$ cat src/verilog/touch_key_pkg.sv
// Package: register map, field layout, reset values and timing for the touch key counter block
package touch_key_pkg;

    // ====================================================================
    // Bus widths
    localparam int ADDR_W = 8;
    localparam int DATA_W = 8;

    // ====================================================================
    // Global register offsets
    localparam logic [7:0] OFF_OSC_FREQ = 8'h00;
    localparam logic [7:0] OFF_CAL_LOW = 8'h01;
    localparam logic [7:0] OFF_CAL_HIGH = 8'h02;
    localparam logic [7:0] OFF_SLOT_CTRL = 8'h03;
    localparam logic [7:0] OFF_PRELOAD = 8'h04;
    localparam logic [7:0] OFF_IRQ_STAT = 8'h05;
    localparam logic [7:0] OFF_IRQ_EN = 8'h06;
    localparam logic [7:0] OFF_IRQ_CLR = 8'h07;

    // ====================================================================
    // Per-module register window: base + index * stride + local offset
    localparam logic [7:0] MOD_BASE = 8'h10;
    localparam logic [7:0] MOD_STRIDE = 8'h08;
    localparam logic [7:0] MOFF_SENSE = 8'h00;
    localparam logic [7:0] MOFF_ENABLE = 8'h01;
    localparam logic [7:0] MOFF_CAP_LOW = 8'h02;
    localparam logic [7:0] MOFF_CAP_HIGH = 8'h03;
    localparam logic [7:0] MOFF_CF_LOW = 8'h04;
    localparam logic [7:0] MOFF_CF_HIGH = 8'h05;

    // ====================================================================
    // Field positions
    localparam int SLOT_START_BIT = 5;
    localparam int SLOT_OVF_BIT = 6;
    localparam int IRQ_SLOT_BIT = 0;
    localparam int IRQ_CF_BIT = 1;
    localparam int IRQ_CAL_BIT = 2;
    localparam int IRQ_W = 3;

    // ====================================================================
    // Reset values
    localparam logic [1:0] OSC_FREQ_RST = 2'h3;
    localparam logic [7:0] PRELOAD_RST = 8'h00;
    localparam logic [2:0] HOP_SEED = 3'h1;

    // ====================================================================
    // Timing: time slot is (256 - preload) units of 32 slot clocks
    localparam int UNIT_PERIODS = 32;
    localparam int UNIT_W = $clog2(UNIT_PERIODS);
    localparam int SYS_DIV = 4;
    localparam int SYS_DIV_W = $clog2(SYS_DIV);

    // ====================================================================
    // Field groups of the two per-module control registers
    typedef struct packed {
        logic [1:0] keyMuxSel;
        logic freqDoubleEn;
        logic hopCtrlSource;
        logic [2:0] hopFreqSel;
    } senseCfg_t;

    typedef struct packed {
        logic slotClockSel;
        logic refOscEn;
        logic keyOscEn;
        logic [3:0] pinSenseEn;
    } enableCfg_t;

endpackage

$ cat src/verilog/touch_key_counter_config.sv
// Touch key counter, time slot and oscillator configuration block
`timescale 1ns/100ps

module touch_key_counter_config #(
    parameter int NUM_MOD = 2
) (
    // Clock and reset
    input wire logic clk,
    input wire logic resetn,
    // Register port
    input wire logic [touch_key_pkg::ADDR_W-1:0] addr,
    input wire logic [touch_key_pkg::DATA_W-1:0] wrData,
    input wire logic wrEn,
    input wire logic rdEn,
    output logic [touch_key_pkg::DATA_W-1:0] rdData_r,
    // Sense oscillator returns, asynchronous
    input wire logic [NUM_MOD-1:0] keyOscIn,
    input wire logic [NUM_MOD-1:0] refOscIn,
    // Oscillator and pad controls
    output logic [1:0] oscFreqSel_r,
    output logic [NUM_MOD-1:0] keyOscRun_r,
    output logic [NUM_MOD-1:0] refOscRun_r,
    output touch_key_pkg::senseCfg_t [NUM_MOD-1:0] senseOut_r,
    output logic [NUM_MOD-1:0][3:0] pinSenseEn_r,
    output logic [NUM_MOD-1:0][9:0] refCapCode_r,
    // Interrupt
    output logic irq_r
);

    // ====================================================================
    // Global state
    logic detectStart_r;
    logic startPrev_r;
    logic running_r;
    logic slotOverflowFlag_r;
    logic [7:0] slotPreload_r;
    logic [15:0] calCount_r;
    logic [touch_key_pkg::IRQ_W-1:0] irqStatus_r;
    logic [touch_key_pkg::IRQ_W-1:0] irqStatus_nxt;
    logic [touch_key_pkg::IRQ_W-1:0] irqEnable_r;
    logic [touch_key_pkg::SYS_DIV_W-1:0] sysDiv_r;
    logic [2:0] hopLfsr_r;
    logic startRise;
    logic sysTick;
    logic slotOverflow;
    logic calWrap;
    logic cfWrapAny;
    logic [touch_key_pkg::DATA_W-1:0] rdData_nxt;

    // Per-module views gathered from the generate loop
    wire [15:0] cfCountW [NUM_MOD];
    wire touch_key_pkg::senseCfg_t senseCfgW [NUM_MOD];
    wire touch_key_pkg::enableCfg_t enableCfgW [NUM_MOD];
    wire [9:0] capCodeW [NUM_MOD];
    wire [NUM_MOD-1:0] keyEdgeW;
    wire [NUM_MOD-1:0] refEdgeW;
    wire [NUM_MOD-1:0] slotOvfW;
    wire [NUM_MOD-1:0] cfWrapW;

    assign startRise = detectStart_r & ~startPrev_r;
    assign sysTick = (sysDiv_r == touch_key_pkg::SYS_DIV_W'(touch_key_pkg::SYS_DIV - 1));
    // Module 0 slot counter governs all modules, so one timeout ends the frame
    assign slotOverflow = running_r & slotOvfW[0];
    assign calWrap = running_r & refEdgeW[0] & (calCount_r == 16'hFFFF);
    assign cfWrapAny = |cfWrapW;

    // ====================================================================
    // Oscillator frequency select
    always_ff @(posedge clk)
    begin
        if (!resetn)
            oscFreqSel_r <= touch_key_pkg::OSC_FREQ_RST;
        else if (wrEn && addr == touch_key_pkg::OFF_OSC_FREQ)
            oscFreqSel_r <= wrData[1:0];
    end

    // ====================================================================
    // Detection start and preload registers
    always_ff @(posedge clk)
    begin
        if (!resetn)
        begin
            detectStart_r <= 1'b0;
            slotPreload_r <= touch_key_pkg::PRELOAD_RST;
        end
        else
        begin
            if (wrEn && addr == touch_key_pkg::OFF_SLOT_CTRL)
                detectStart_r <= wrData[touch_key_pkg::SLOT_START_BIT];
            if (wrEn && addr == touch_key_pkg::OFF_PRELOAD)
                slotPreload_r <= wrData;
        end
    end

    // Edge history for the start bit
    always_ff @(posedge clk)
    begin
        if (!resetn)
            startPrev_r <= 1'b0;
        else
            startPrev_r <= detectStart_r;
    end

    // ====================================================================
    // Measurement run state: on at the start edge, off at timeout or stop
    always_ff @(posedge clk)
    begin
        if (!resetn)
            running_r <= 1'b0;
        else if (!detectStart_r)
            running_r <= 1'b0;
        else if (startRise)
            running_r <= 1'b1;
        else if (slotOverflow)
            running_r <= 1'b0;
    end

    // ====================================================================
    // Overflow flag: software may only clear it; a timeout in the same cycle wins
    always_ff @(posedge clk)
    begin
        if (!resetn)
            slotOverflowFlag_r <= 1'b0;
        else if (slotOverflow)
            slotOverflowFlag_r <= 1'b1;
        else if (wrEn && addr == touch_key_pkg::OFF_SLOT_CTRL
                 && !wrData[touch_key_pkg::SLOT_OVF_BIT])
            slotOverflowFlag_r <= 1'b0;
    end

    // ====================================================================
    // System clock divider feeding slot counters that select fsys/4
    always_ff @(posedge clk)
    begin
        if (!resetn)
            sysDiv_r <= '0;
        else
            sysDiv_r <= sysDiv_r + 1'b1;
    end

    // ====================================================================
    // Calibration counter counts module 0 reference oscillator cycles
    always_ff @(posedge clk)
    begin
        if (!resetn)
            calCount_r <= 16'h0000;
        else if (!detectStart_r)
            calCount_r <= 16'h0000;
        else if (running_r && refEdgeW[0])
            calCount_r <= calCount_r + 16'h0001;
    end

    // ====================================================================
    // Hardware hop sequence steps once per measurement
    always_ff @(posedge clk)
    begin
        if (!resetn)
            hopLfsr_r <= touch_key_pkg::HOP_SEED;
        else if (startRise)
            hopLfsr_r <= {hopLfsr_r[1:0], hopLfsr_r[2] ^ hopLfsr_r[1]};
    end

    // ====================================================================
    // Per-module sensing logic
    for (genvar m = 0; m < NUM_MOD; m++)
    begin : gen_mod
        localparam logic [7:0] BASE = 8'(touch_key_pkg::MOD_BASE
                                         + m * touch_key_pkg::MOD_STRIDE);
        touch_key_pkg::senseCfg_t senseCfg_r;
        touch_key_pkg::enableCfg_t enableCfg_r;
        logic [9:0] capCode_r;
        logic [15:0] cfCount_r;
        logic [1:0] keySync_r;
        logic [1:0] refSync_r;
        logic keyLast_r;
        logic refLast_r;
        logic [touch_key_pkg::UNIT_W-1:0] unitCount_r;
        logic [7:0] slotCount_r;
        logic slotTick;
        logic unitWrap;

        // Two-stage synchronisers; edges are taken from the second stage only
        always_ff @(posedge clk)
        begin
            if (!resetn)
            begin
                keySync_r <= 2'h0;
                refSync_r <= 2'h0;
                keyLast_r <= 1'b0;
                refLast_r <= 1'b0;
            end
            else
            begin
                keySync_r <= {keySync_r[0], keyOscIn[m]};
                refSync_r <= {refSync_r[0], refOscIn[m]};
                keyLast_r <= keySync_r[1];
                refLast_r <= refSync_r[1];
            end
        end
        assign keyEdgeW[m] = keySync_r[1] & ~keyLast_r;
        assign refEdgeW[m] = refSync_r[1] & ~refLast_r;

        // Control and capacitor registers
        always_ff @(posedge clk)
        begin
            if (!resetn)
            begin
                senseCfg_r <= '0;
                enableCfg_r <= '0;
                capCode_r <= 10'h000;
            end
            else if (wrEn)
            begin
                if (addr == BASE + touch_key_pkg::MOFF_SENSE)
                    senseCfg_r <= {wrData[7:5], wrData[3:0]};
                if (addr == BASE + touch_key_pkg::MOFF_ENABLE)
                    enableCfg_r <= {wrData[7], wrData[5:0]};
                if (addr == BASE + touch_key_pkg::MOFF_CAP_LOW)
                    capCode_r[7:0] <= wrData;
                if (addr == BASE + touch_key_pkg::MOFF_CAP_HIGH)
                    capCode_r[9:8] <= wrData[1:0];
            end
        end

        // Slot clock: reference oscillator or divided system clock
        assign slotTick = enableCfg_r.slotClockSel ? sysTick : refEdgeW[m];
        assign unitWrap = slotTick
                          & (unitCount_r == touch_key_pkg::UNIT_W'(touch_key_pkg::UNIT_PERIODS - 1));

        // Unit counter clears with start low; slot counter only reloads at start
        always_ff @(posedge clk)
        begin
            if (!resetn)
                unitCount_r <= '0;
            else if (!detectStart_r)
                unitCount_r <= '0;
            else if (running_r && slotTick)
                unitCount_r <= unitCount_r + 1'b1;
        end

        always_ff @(posedge clk)
        begin
            if (!resetn)
                slotCount_r <= 8'h00;
            else if (startRise)
                slotCount_r <= slotPreload_r;
            else if (running_r && unitWrap)
                slotCount_r <= slotCount_r + 8'h01;
        end
        assign slotOvfW[m] = unitWrap & (slotCount_r == 8'hFF);

        // Capacitance-to-frequency counter on the key oscillator
        always_ff @(posedge clk)
        begin
            if (!resetn)
                cfCount_r <= 16'h0000;
            else if (!detectStart_r)
                cfCount_r <= 16'h0000;
            else if (running_r && keyEdgeW[m])
                cfCount_r <= cfCount_r + 16'h0001;
        end
        assign cfWrapW[m] = running_r & keyEdgeW[m] & (cfCount_r == 16'hFFFF);

        // Analog-facing controls; only the oscillator run enables are gated by the run state
        always_ff @(posedge clk)
        begin
            if (!resetn)
            begin
                keyOscRun_r[m] <= 1'b0;
                refOscRun_r[m] <= 1'b0;
                senseOut_r[m] <= '0;
                pinSenseEn_r[m] <= 4'h0;
                refCapCode_r[m] <= 10'h000;
            end
            else
            begin
                keyOscRun_r[m] <= running_r & ~slotOverflow
                                  & enableCfg_r.keyOscEn;
                refOscRun_r[m] <= running_r & ~slotOverflow
                                  & enableCfg_r.refOscEn;
                senseOut_r[m].keyMuxSel <= senseCfg_r.keyMuxSel;
                senseOut_r[m].freqDoubleEn <= senseCfg_r.freqDoubleEn;
                senseOut_r[m].hopCtrlSource <= senseCfg_r.hopCtrlSource;
                // Hardware hopping overrides the software code
                senseOut_r[m].hopFreqSel <= senseCfg_r.hopCtrlSource
                                            ? hopLfsr_r : senseCfg_r.hopFreqSel;
                pinSenseEn_r[m] <= enableCfg_r.pinSenseEn;
                refCapCode_r[m] <= capCode_r;
            end
        end

        assign cfCountW[m] = cfCount_r;
        assign senseCfgW[m] = senseCfg_r;
        assign enableCfgW[m] = enableCfg_r;
        assign capCodeW[m] = capCode_r;
    end

    // ====================================================================
    // Interrupt status: set wins over a clear in the same cycle
    always_comb
    begin
        irqStatus_nxt = irqStatus_r;
        if (wrEn && addr == touch_key_pkg::OFF_IRQ_CLR)
            irqStatus_nxt = irqStatus_r & ~wrData[touch_key_pkg::IRQ_W-1:0];
        if (slotOverflow)
            irqStatus_nxt[touch_key_pkg::IRQ_SLOT_BIT] = 1'b1;
        if (cfWrapAny)
            irqStatus_nxt[touch_key_pkg::IRQ_CF_BIT] = 1'b1;
        if (calWrap)
            irqStatus_nxt[touch_key_pkg::IRQ_CAL_BIT] = 1'b1;
    end

    always_ff @(posedge clk)
    begin
        if (!resetn)
        begin
            irqStatus_r <= '0;
            irqEnable_r <= '0;
        end
        else
        begin
            irqStatus_r <= irqStatus_nxt;
            if (wrEn && addr == touch_key_pkg::OFF_IRQ_EN)
                irqEnable_r <= wrData[touch_key_pkg::IRQ_W-1:0];
        end
    end

    // Level interrupt from enabled sticky bits
    always_ff @(posedge clk)
    begin
        if (!resetn)
            irq_r <= 1'b0;
        else
            irq_r <= |(irqStatus_r & irqEnable_r);
    end

    // ====================================================================
    // Read decode; unimplemented bits and unmapped addresses read zero
    always_comb
    begin
        rdData_nxt = 8'h00;
        case (addr)
            touch_key_pkg::OFF_OSC_FREQ:
                rdData_nxt = {6'h00, oscFreqSel_r};
            touch_key_pkg::OFF_CAL_LOW:
                rdData_nxt = calCount_r[7:0];
            touch_key_pkg::OFF_CAL_HIGH:
                rdData_nxt = calCount_r[15:8];
            touch_key_pkg::OFF_SLOT_CTRL:
                rdData_nxt = {1'b0, slotOverflowFlag_r, detectStart_r, 5'h00};
            touch_key_pkg::OFF_PRELOAD:
                rdData_nxt = slotPreload_r;
            touch_key_pkg::OFF_IRQ_STAT:
                rdData_nxt = 8'(irqStatus_r);
            touch_key_pkg::OFF_IRQ_EN:
                rdData_nxt = 8'(irqEnable_r);
            default:
                rdData_nxt = 8'h00;
        endcase
        for (int m = 0; m < NUM_MOD; m++)
        begin
            if (addr == 8'(touch_key_pkg::MOD_BASE + m * touch_key_pkg::MOD_STRIDE
                           + touch_key_pkg::MOFF_SENSE))
                rdData_nxt = {senseCfgW[m][6:4], 1'b0, senseCfgW[m][3:0]};
            if (addr == 8'(touch_key_pkg::MOD_BASE + m * touch_key_pkg::MOD_STRIDE
                           + touch_key_pkg::MOFF_ENABLE))
                rdData_nxt = {enableCfgW[m][6], 1'b0, enableCfgW[m][5:0]};
            if (addr == 8'(touch_key_pkg::MOD_BASE + m * touch_key_pkg::MOD_STRIDE
                           + touch_key_pkg::MOFF_CAP_LOW))
                rdData_nxt = capCodeW[m][7:0];
            if (addr == 8'(touch_key_pkg::MOD_BASE + m * touch_key_pkg::MOD_STRIDE
                           + touch_key_pkg::MOFF_CAP_HIGH))
                rdData_nxt = {6'h00, capCodeW[m][9:8]};
            if (addr == 8'(touch_key_pkg::MOD_BASE + m * touch_key_pkg::MOD_STRIDE
                           + touch_key_pkg::MOFF_CF_LOW))
                rdData_nxt = cfCountW[m][7:0];
            if (addr == 8'(touch_key_pkg::MOD_BASE + m * touch_key_pkg::MOD_STRIDE
                           + touch_key_pkg::MOFF_CF_HIGH))
                rdData_nxt = cfCountW[m][15:8];
        end
    end

    // Read data stands only in the cycle after the strobe
    always_ff @(posedge clk)
    begin
        if (!resetn)
            rdData_r <= 8'h00;
        else if (rdEn)
            rdData_r <= rdData_nxt;
        else
            rdData_r <= 8'h00;
    end

endmodule

$ cat config.mk
export PLATFORM = sky130hd
export DESIGN_NAME = touch_key_counter_config
export DESIGN_NICKNAME = d
export VERILOG_FILES = /design/src/verilog/touch_key_pkg.sv /design/src/verilog/touch_key_counter_config.sv
export SDC_FILE = /design/constraint.sdc
export NUM_CORES = 1
export LEC_CHECK = 0
export ABC_AREA = 1
export BUFFER_PORTS_ARGS = -buffer_cell sky130_fd_sc_hd__buf_4
export CAP_MARGIN = 20
export CORE_MARGIN = 1.5
export CORE_UTILIZATION = 30
export DETAILED_ROUTE_END_ITERATION = 10
export HOLD_SLACK_MARGIN = 0.05
export PLACE_DENSITY = 0.42
export SYNTH_ARGS = -nofsm -noshare
export SYNTH_HDL_FRONTEND = slang
export SYNTH_SLANG_ARGS = --single-unit
$ cat constraint.sdc
create_clock -name clk -period 2.9 [get_ports clk]
set_input_delay 0.58 -clock clk [delete_from_list [all_inputs] [get_ports clk]]
set_output_delay 0.58 -clock clk [all_outputs]
set_load 0.01 [all_outputs]
## After elaboration in Yosys (flattened, before gate mapping)

Index checks and enable logic that the tools add are counted.

| storage, ports and cells | value |
|---|---|
| register bits | 198 |
| latch bits | 0 |
| input bits | 24 |
| memory bits (writable) | 0 |
| logic and storage cells | 176 |
| memories kept | 0 |
| output and inout port bits | 57 |
| memory bits (read-only) | 0 |

| cells by class | value |
|---|---|
| add/sub/neg operators | 6 |
| shifts and indexed selects | 0 |
| equal/unequal tests | 25 |
| reductions and logical operators | 31 |
| divide/modulo/power cells | 0 |
| mux-type cells | 26 |
| magnitude comparators | 0 |
| bitwise logic cells | 27 |
| $mul | 0 |

Operators with widths:

| operator | number |
|---|---|
| $mux 8 | 14 |
| $eq 8x5->1 const B | 12 |
| $pmux 8 s7 | 1 |
| $add 16x1->16 const B | 3 |
| $eq 16x16->1 const B | 3 |
| $eq 8x3->1 const B | 4 |
| $reduce_and 2->1 | 10 |
| $and 1x1->1 | 18 |
| $eq 8x2->1 const B | 2 |
| $reduce_bool 2->1 | 6 |
| $logic_and 1x1->1 | 11 |
| $mux 3 | 3 |
| $add 8x1->8 const B | 1 |
| $eq 8x1->1 const B | 1 |
| $eq 8x8->1 const B | 1 |
| $logic_not 8->1 | 1 |
| $mux 1 | 8 |
| $and 3x3->3 | 2 |
| $add 5x1->5 const B | 1 |
| $eq 5x5->1 const B | 1 |
| $not 1->1 | 5 |
| $not 3->3 | 1 |
| $reduce_or 3->1 | 1 |
| $add 2x1->2 const B | 1 |
| 4 further kinds | 4 |

## Logic depth before layout (Yosys ltp)

| logic depth | value |
|---|---|
| depth in word-level cells | 14 |
| mapped depth | 16 |

## Worst setup path before layout

OpenSTA, ideal clock, no wires.

| timing | value |
|---|---|
| path kind | in2reg |
| start point | input port addr[1] (netlist name) |
| end point | register rdData_r[5] (netlist name) |
| data arrival time | 1.788 ns |
| data required time | 2.781 ns |
| path slack | 0.993 ns |
| stages | 13 |
| path through | buf_4 -> nor2_2 -> nand2_1 -> nor2_2 -> inv_2 -> nand2_1 -> a211oi_1 -> o31ai_1 -> nand2_1 -> o21ai_1 -> nand2_1 -> nand2_1 -> a21oi_1 |

| on the way | value |
|---|---|
| word-level cells in the longest chain between the ends | 14 |
| elaborated cells between the ends (all ways) | 32 |

RTL lines:

| what | RTL line | RTL |
|---|---|---|
| start: declaration | touch_key_counter_config.sv:11 | `input wire logic [touch_key_pkg::ADDR_W-1:0] addr,` |
| $eq 8x3->1, or another cell as far along | touch_key_counter_config.sv:342 | `case (addr)` |
| $pmux 8 s7 | touch_key_counter_config.sv:342 |  |
| $mux 8 | touch_key_counter_config.sv:362 | `if (addr == 8'(touch_key_pkg::MOD_BASE + m * touch_key_pkg::MOD_STRIDE` |
| $mux 8 | touch_key_counter_config.sv:365 | `if (addr == 8'(touch_key_pkg::MOD_BASE + m * touch_key_pkg::MOD_STRIDE` |
| $mux 8 | touch_key_counter_config.sv:368 | `if (addr == 8'(touch_key_pkg::MOD_BASE + m * touch_key_pkg::MOD_STRIDE` |
| $mux 8 | touch_key_counter_config.sv:371 | `if (addr == 8'(touch_key_pkg::MOD_BASE + m * touch_key_pkg::MOD_STRIDE` |
| $mux 8 | touch_key_counter_config.sv:374 | `if (addr == 8'(touch_key_pkg::MOD_BASE + m * touch_key_pkg::MOD_STRIDE` |
| $mux 8 | touch_key_counter_config.sv:377 | `if (addr == 8'(touch_key_pkg::MOD_BASE + m * touch_key_pkg::MOD_STRIDE` |
| $mux 8 | touch_key_counter_config.sv:362 |  |
| $mux 8 | touch_key_counter_config.sv:365 |  |
| $mux 8 | touch_key_counter_config.sv:368 |  |
| $mux 8 | touch_key_counter_config.sv:371 |  |
| $mux 8 | touch_key_counter_config.sv:374 |  |
| $mux 8 * | touch_key_counter_config.sv:377 |  |
| end signal: assignment | touch_key_counter_config.sv:389 | `rdData_r <= rdData_nxt;` |
| end: declaration | touch_key_counter_config.sv:15 | `output logic [touch_key_pkg::DATA_W-1:0] rdData_r,` |

Mark *: on every way between the ends. The rest lies on a longest branch, timed or not.
A chain may end at the register's enable or synchronous reset.

## Final worst setup path

| timing | value |
|---|---|
| start point | input port addr[7] (netlist name) |
| end point | register rdData_r[5] (netlist name) |

Same word-level chain as after synthesis.

==> metrics.txt <==
fin. max-slew vios=0; Multi-input gate area=3650 um2; full die area=29200 um2; layout cells sized above 1=14.4%; Leak=4.14 nW; synth cell count leaders=nand2_1, dfxtp_1, inv_1, o21ai_0, a21oi_1; GRT Overall Usage=17.6%; Wirelength per Cell=15.3 um; DRC viols=0; RD Place Congestion=0.829; warnings from Yosys=0; # port buffers=79; Seq/Total Area, Yosys=47.0%; count leader, synth=nand2_1; Comb power frac=3.1%; Synth Register Bits=198; total power=5.34 mW; Final setup viols=0; Worst Hold Depth=3; family with the most delay on the worst path=simple AND/OR/NAND/NOR gates; Final ANT Viol Nets=0; largest net degree at the start of global routing=90; clk root buf=clkbuf_16; Avg Synthesized Cell Area=7.38 um2; Worst R2R End=gen_mod[1].cfCount_r[13]; Cell Count, Final, Fillers Out=1611; Worst EP required=3.24 ns; hold path start=keyOscIn[0]; leading post-synthesis cells by cell area=dfxtp_1, nand2_1, inv_1; Antenna Cells=0; placed instance area=9460 um2; P per Cell Area=531 nW/um2; post-synth top area share=47.0%; IO Pins=81; Top FF cell, synth=dfxtp_1; normalized max-slew margin=57.6%; placed cell count=1579; switching share of power=24.5%; RSZ-0062 raised after global routing=no; Post-synth EDFFs=0; CTS tree=built; critical-path maximum fanout=8; 1st-iter DRT viols=628; switching power total=1.31 mW; post-CTS sizing=0; critical path endpoint category=flip-flop; Die X=171 um; CTS Sinks=198; period utilization=73.6%; maximum clock insertion buffer count=2; area leader, netlist=dfxtp_1; Area growth, synth to finish=19.1%; Fin Setup TNS=0 ns; clock share of power=45.7%; most frequent CP cell=nand2_1; core area=27700 um2; via count=7340; dpl hpwl=18400 um; worst r2r src=running_r; vias per cell=4.56; reg2reg setup slack=0.81 ns; WL final=24700 um; maximum operating frequency=468 MHz; depth of the worst register-to-register path=11; Post-Syn Area=8440 um2; FF/Latch Area=3960 um2; syn_nets=1175; Hold Crit Endpoint=gen_mod[0].keySync_r[0]; CP Launch Type=input pin; max-capacitance violation count=0; Synth async-reset ratio=0%; Worst path max stage delay=0.38 ns; Internal=4.03 mW; Arr. time, crit path=2.47 ns; post-route design area=10100 um2; part of the power in registers=51.2%; antenna violations before repair=0; hold_buf cts=0; clk_lat worst skew=0.44 ns; Setup CP Type=input pin to flip-flop; Reg clk slew, reported paths=0.08 ns; first-pass GRT wire length=38800 um; Max VDD drop=376 uV; hold_ws=0.313 ns; Final Skew=0.0165 ns; Tmin final=2.14 ns; DIE HEIGHT=171 um; Setup crit start=addr[7]; CP max-delay cell=nor2_1; worst slew pin tran=0.635 ns; distinct cell type count after synthesis=46; row count=61; Cells after Synth=1144; global route total overflow=0; H-tree depth=4; Hold Path Class=input pin to flip-flop; iteration count of the initial detailed-routing pass=5; Final Hold Fails=0; Final #Nets=1251; crit path cell chain=buf_4 -> nor2_2 -> nand3_2 -> nor2_1 -> inv_1 -> nand2_1 -> a211oi_1 -> o31ai_1 -> nand2_1 -> o21ai_1 -> nand2_1 -> nand2_1 -> a21oi_1; vias in the first global route=6866; total CTS buffers=17; CP Buf/Inv Count=2; Initial Utilization=30.5%; outcome=finished, final reports clean; buffer count from post-CTS setup fixing=0; fillers=2986
[layer usage]
| metal | up-vias | wire, um | track usage [%] | share of wire [%] |
|---|---|---|---|---|
| li1 | 3860 | - | - | - |
| met1 | 3332 | 12900 | 25.5 | 52 |
| met2 | 135 | 10800 | 27.2 | 44 |
| met3 | 13 | 797 | 2.75 | 3.2 |
| met4 | 0 | 212 | 3.89 | 0.86 |
| met5 | - | 0 | 0 | 0 |
[cells in the final DEF, fill, tap and decap left out, drive strengths merged, types with 7 or more instances in the layout]
| cell | instances |
|---|---|
| nand2 | 221 |
| dfxtp | 198 |
| inv | 194 |
| o21ai | 122 |
| nor2 | 118 |
| a21oi | 112 |
| buf | 88 |
| nand3 | 50 |
| nor3 | 36 |
| clkbuf | 19 |
| nand4 | 15 |
| a31oi | 7 |
| ha | 7 |
[cell families after synthesis]
group	Yosys count	share of synthesized area, %
flip-flops	198	47.0
adder cells (fa/ha/maj)	7	1.04
AO/OA/AOI/OAI	263	16.4
XOR/XNOR	6	0.622
buffers and inverters	217	9.83
AND/OR/NAND/NOR	453	25.2
[state kept, by name, summed over array words and instances, names as in the netlist, 14 cells and up]
register,cells
calCount_r,16
senseOut_r,14
refCapCode_r,20
enableCfgW,14
gen_mod.capCode_r,20
gen_mod.senseCfg_r,14
gen_mod.cfCount_r,32
[through the flow]
step	utilization (%)	worst slack [ns]
global placement	34.1	0.319
detailed placement	34.1	0.293
global route	36.3	0.486
CTS	36.3	0.774
finish	36.3	0.765
floorplan	-	0.993
[worst max path at each step]
stage,endpoint,depth (start not counted),slack (ns)
5_1_grt,gen_mod[1].cfCount_r[15],11,0.49
3_5_place_dp,rdData_r[5],13,0.29
3_3_place_gp,rdData_r[5],13,0.32
6_report,rdData_r[5],13,0.76
2_1_floorplan,rdData_r[5],13,0.99
4_1_cts,rdData_r[5],13,0.77
[worst min-delay path, delay by kind of cell]
kind          cells  cell delay (ns)
buf+inv           2             0.11
simple gates      1             0.04
[layout make-up]
| cell class | instances | share of cell area (%) |
|---|---|---|
| clock inverters | 13 | 1.52 |
| flip-flops and latches | 198 | 39.4 |
| clock buffers | 19 | 4.41 |
| multi-input cells | 729 | 36.3 |
| repair buffers | 88 | 6.70 |
| well taps | 378 | 4.71 |
| inverters | 186 | 6.95 |
[power by group through the flow]
| stage | clock network [mW] | registers, mW | logic [mW] |
|---|---|---|---|
| 6_report | 2.44 | 2.73 | 0.165 |
| 2_1_floorplan | 0 | 2.80 | 0.0856 |
| 4_1_cts | 2.52 | 2.73 | 0.165 |
| 5_1_grt | 2.62 | 2.73 | 0.182 |
| 3_3_place_gp | 0 | 2.80 | 0.165 |
| 3_5_place_dp | 0 | 2.80 | 0.165 |
Note: power is estimated with default switching activity, not from simulation.
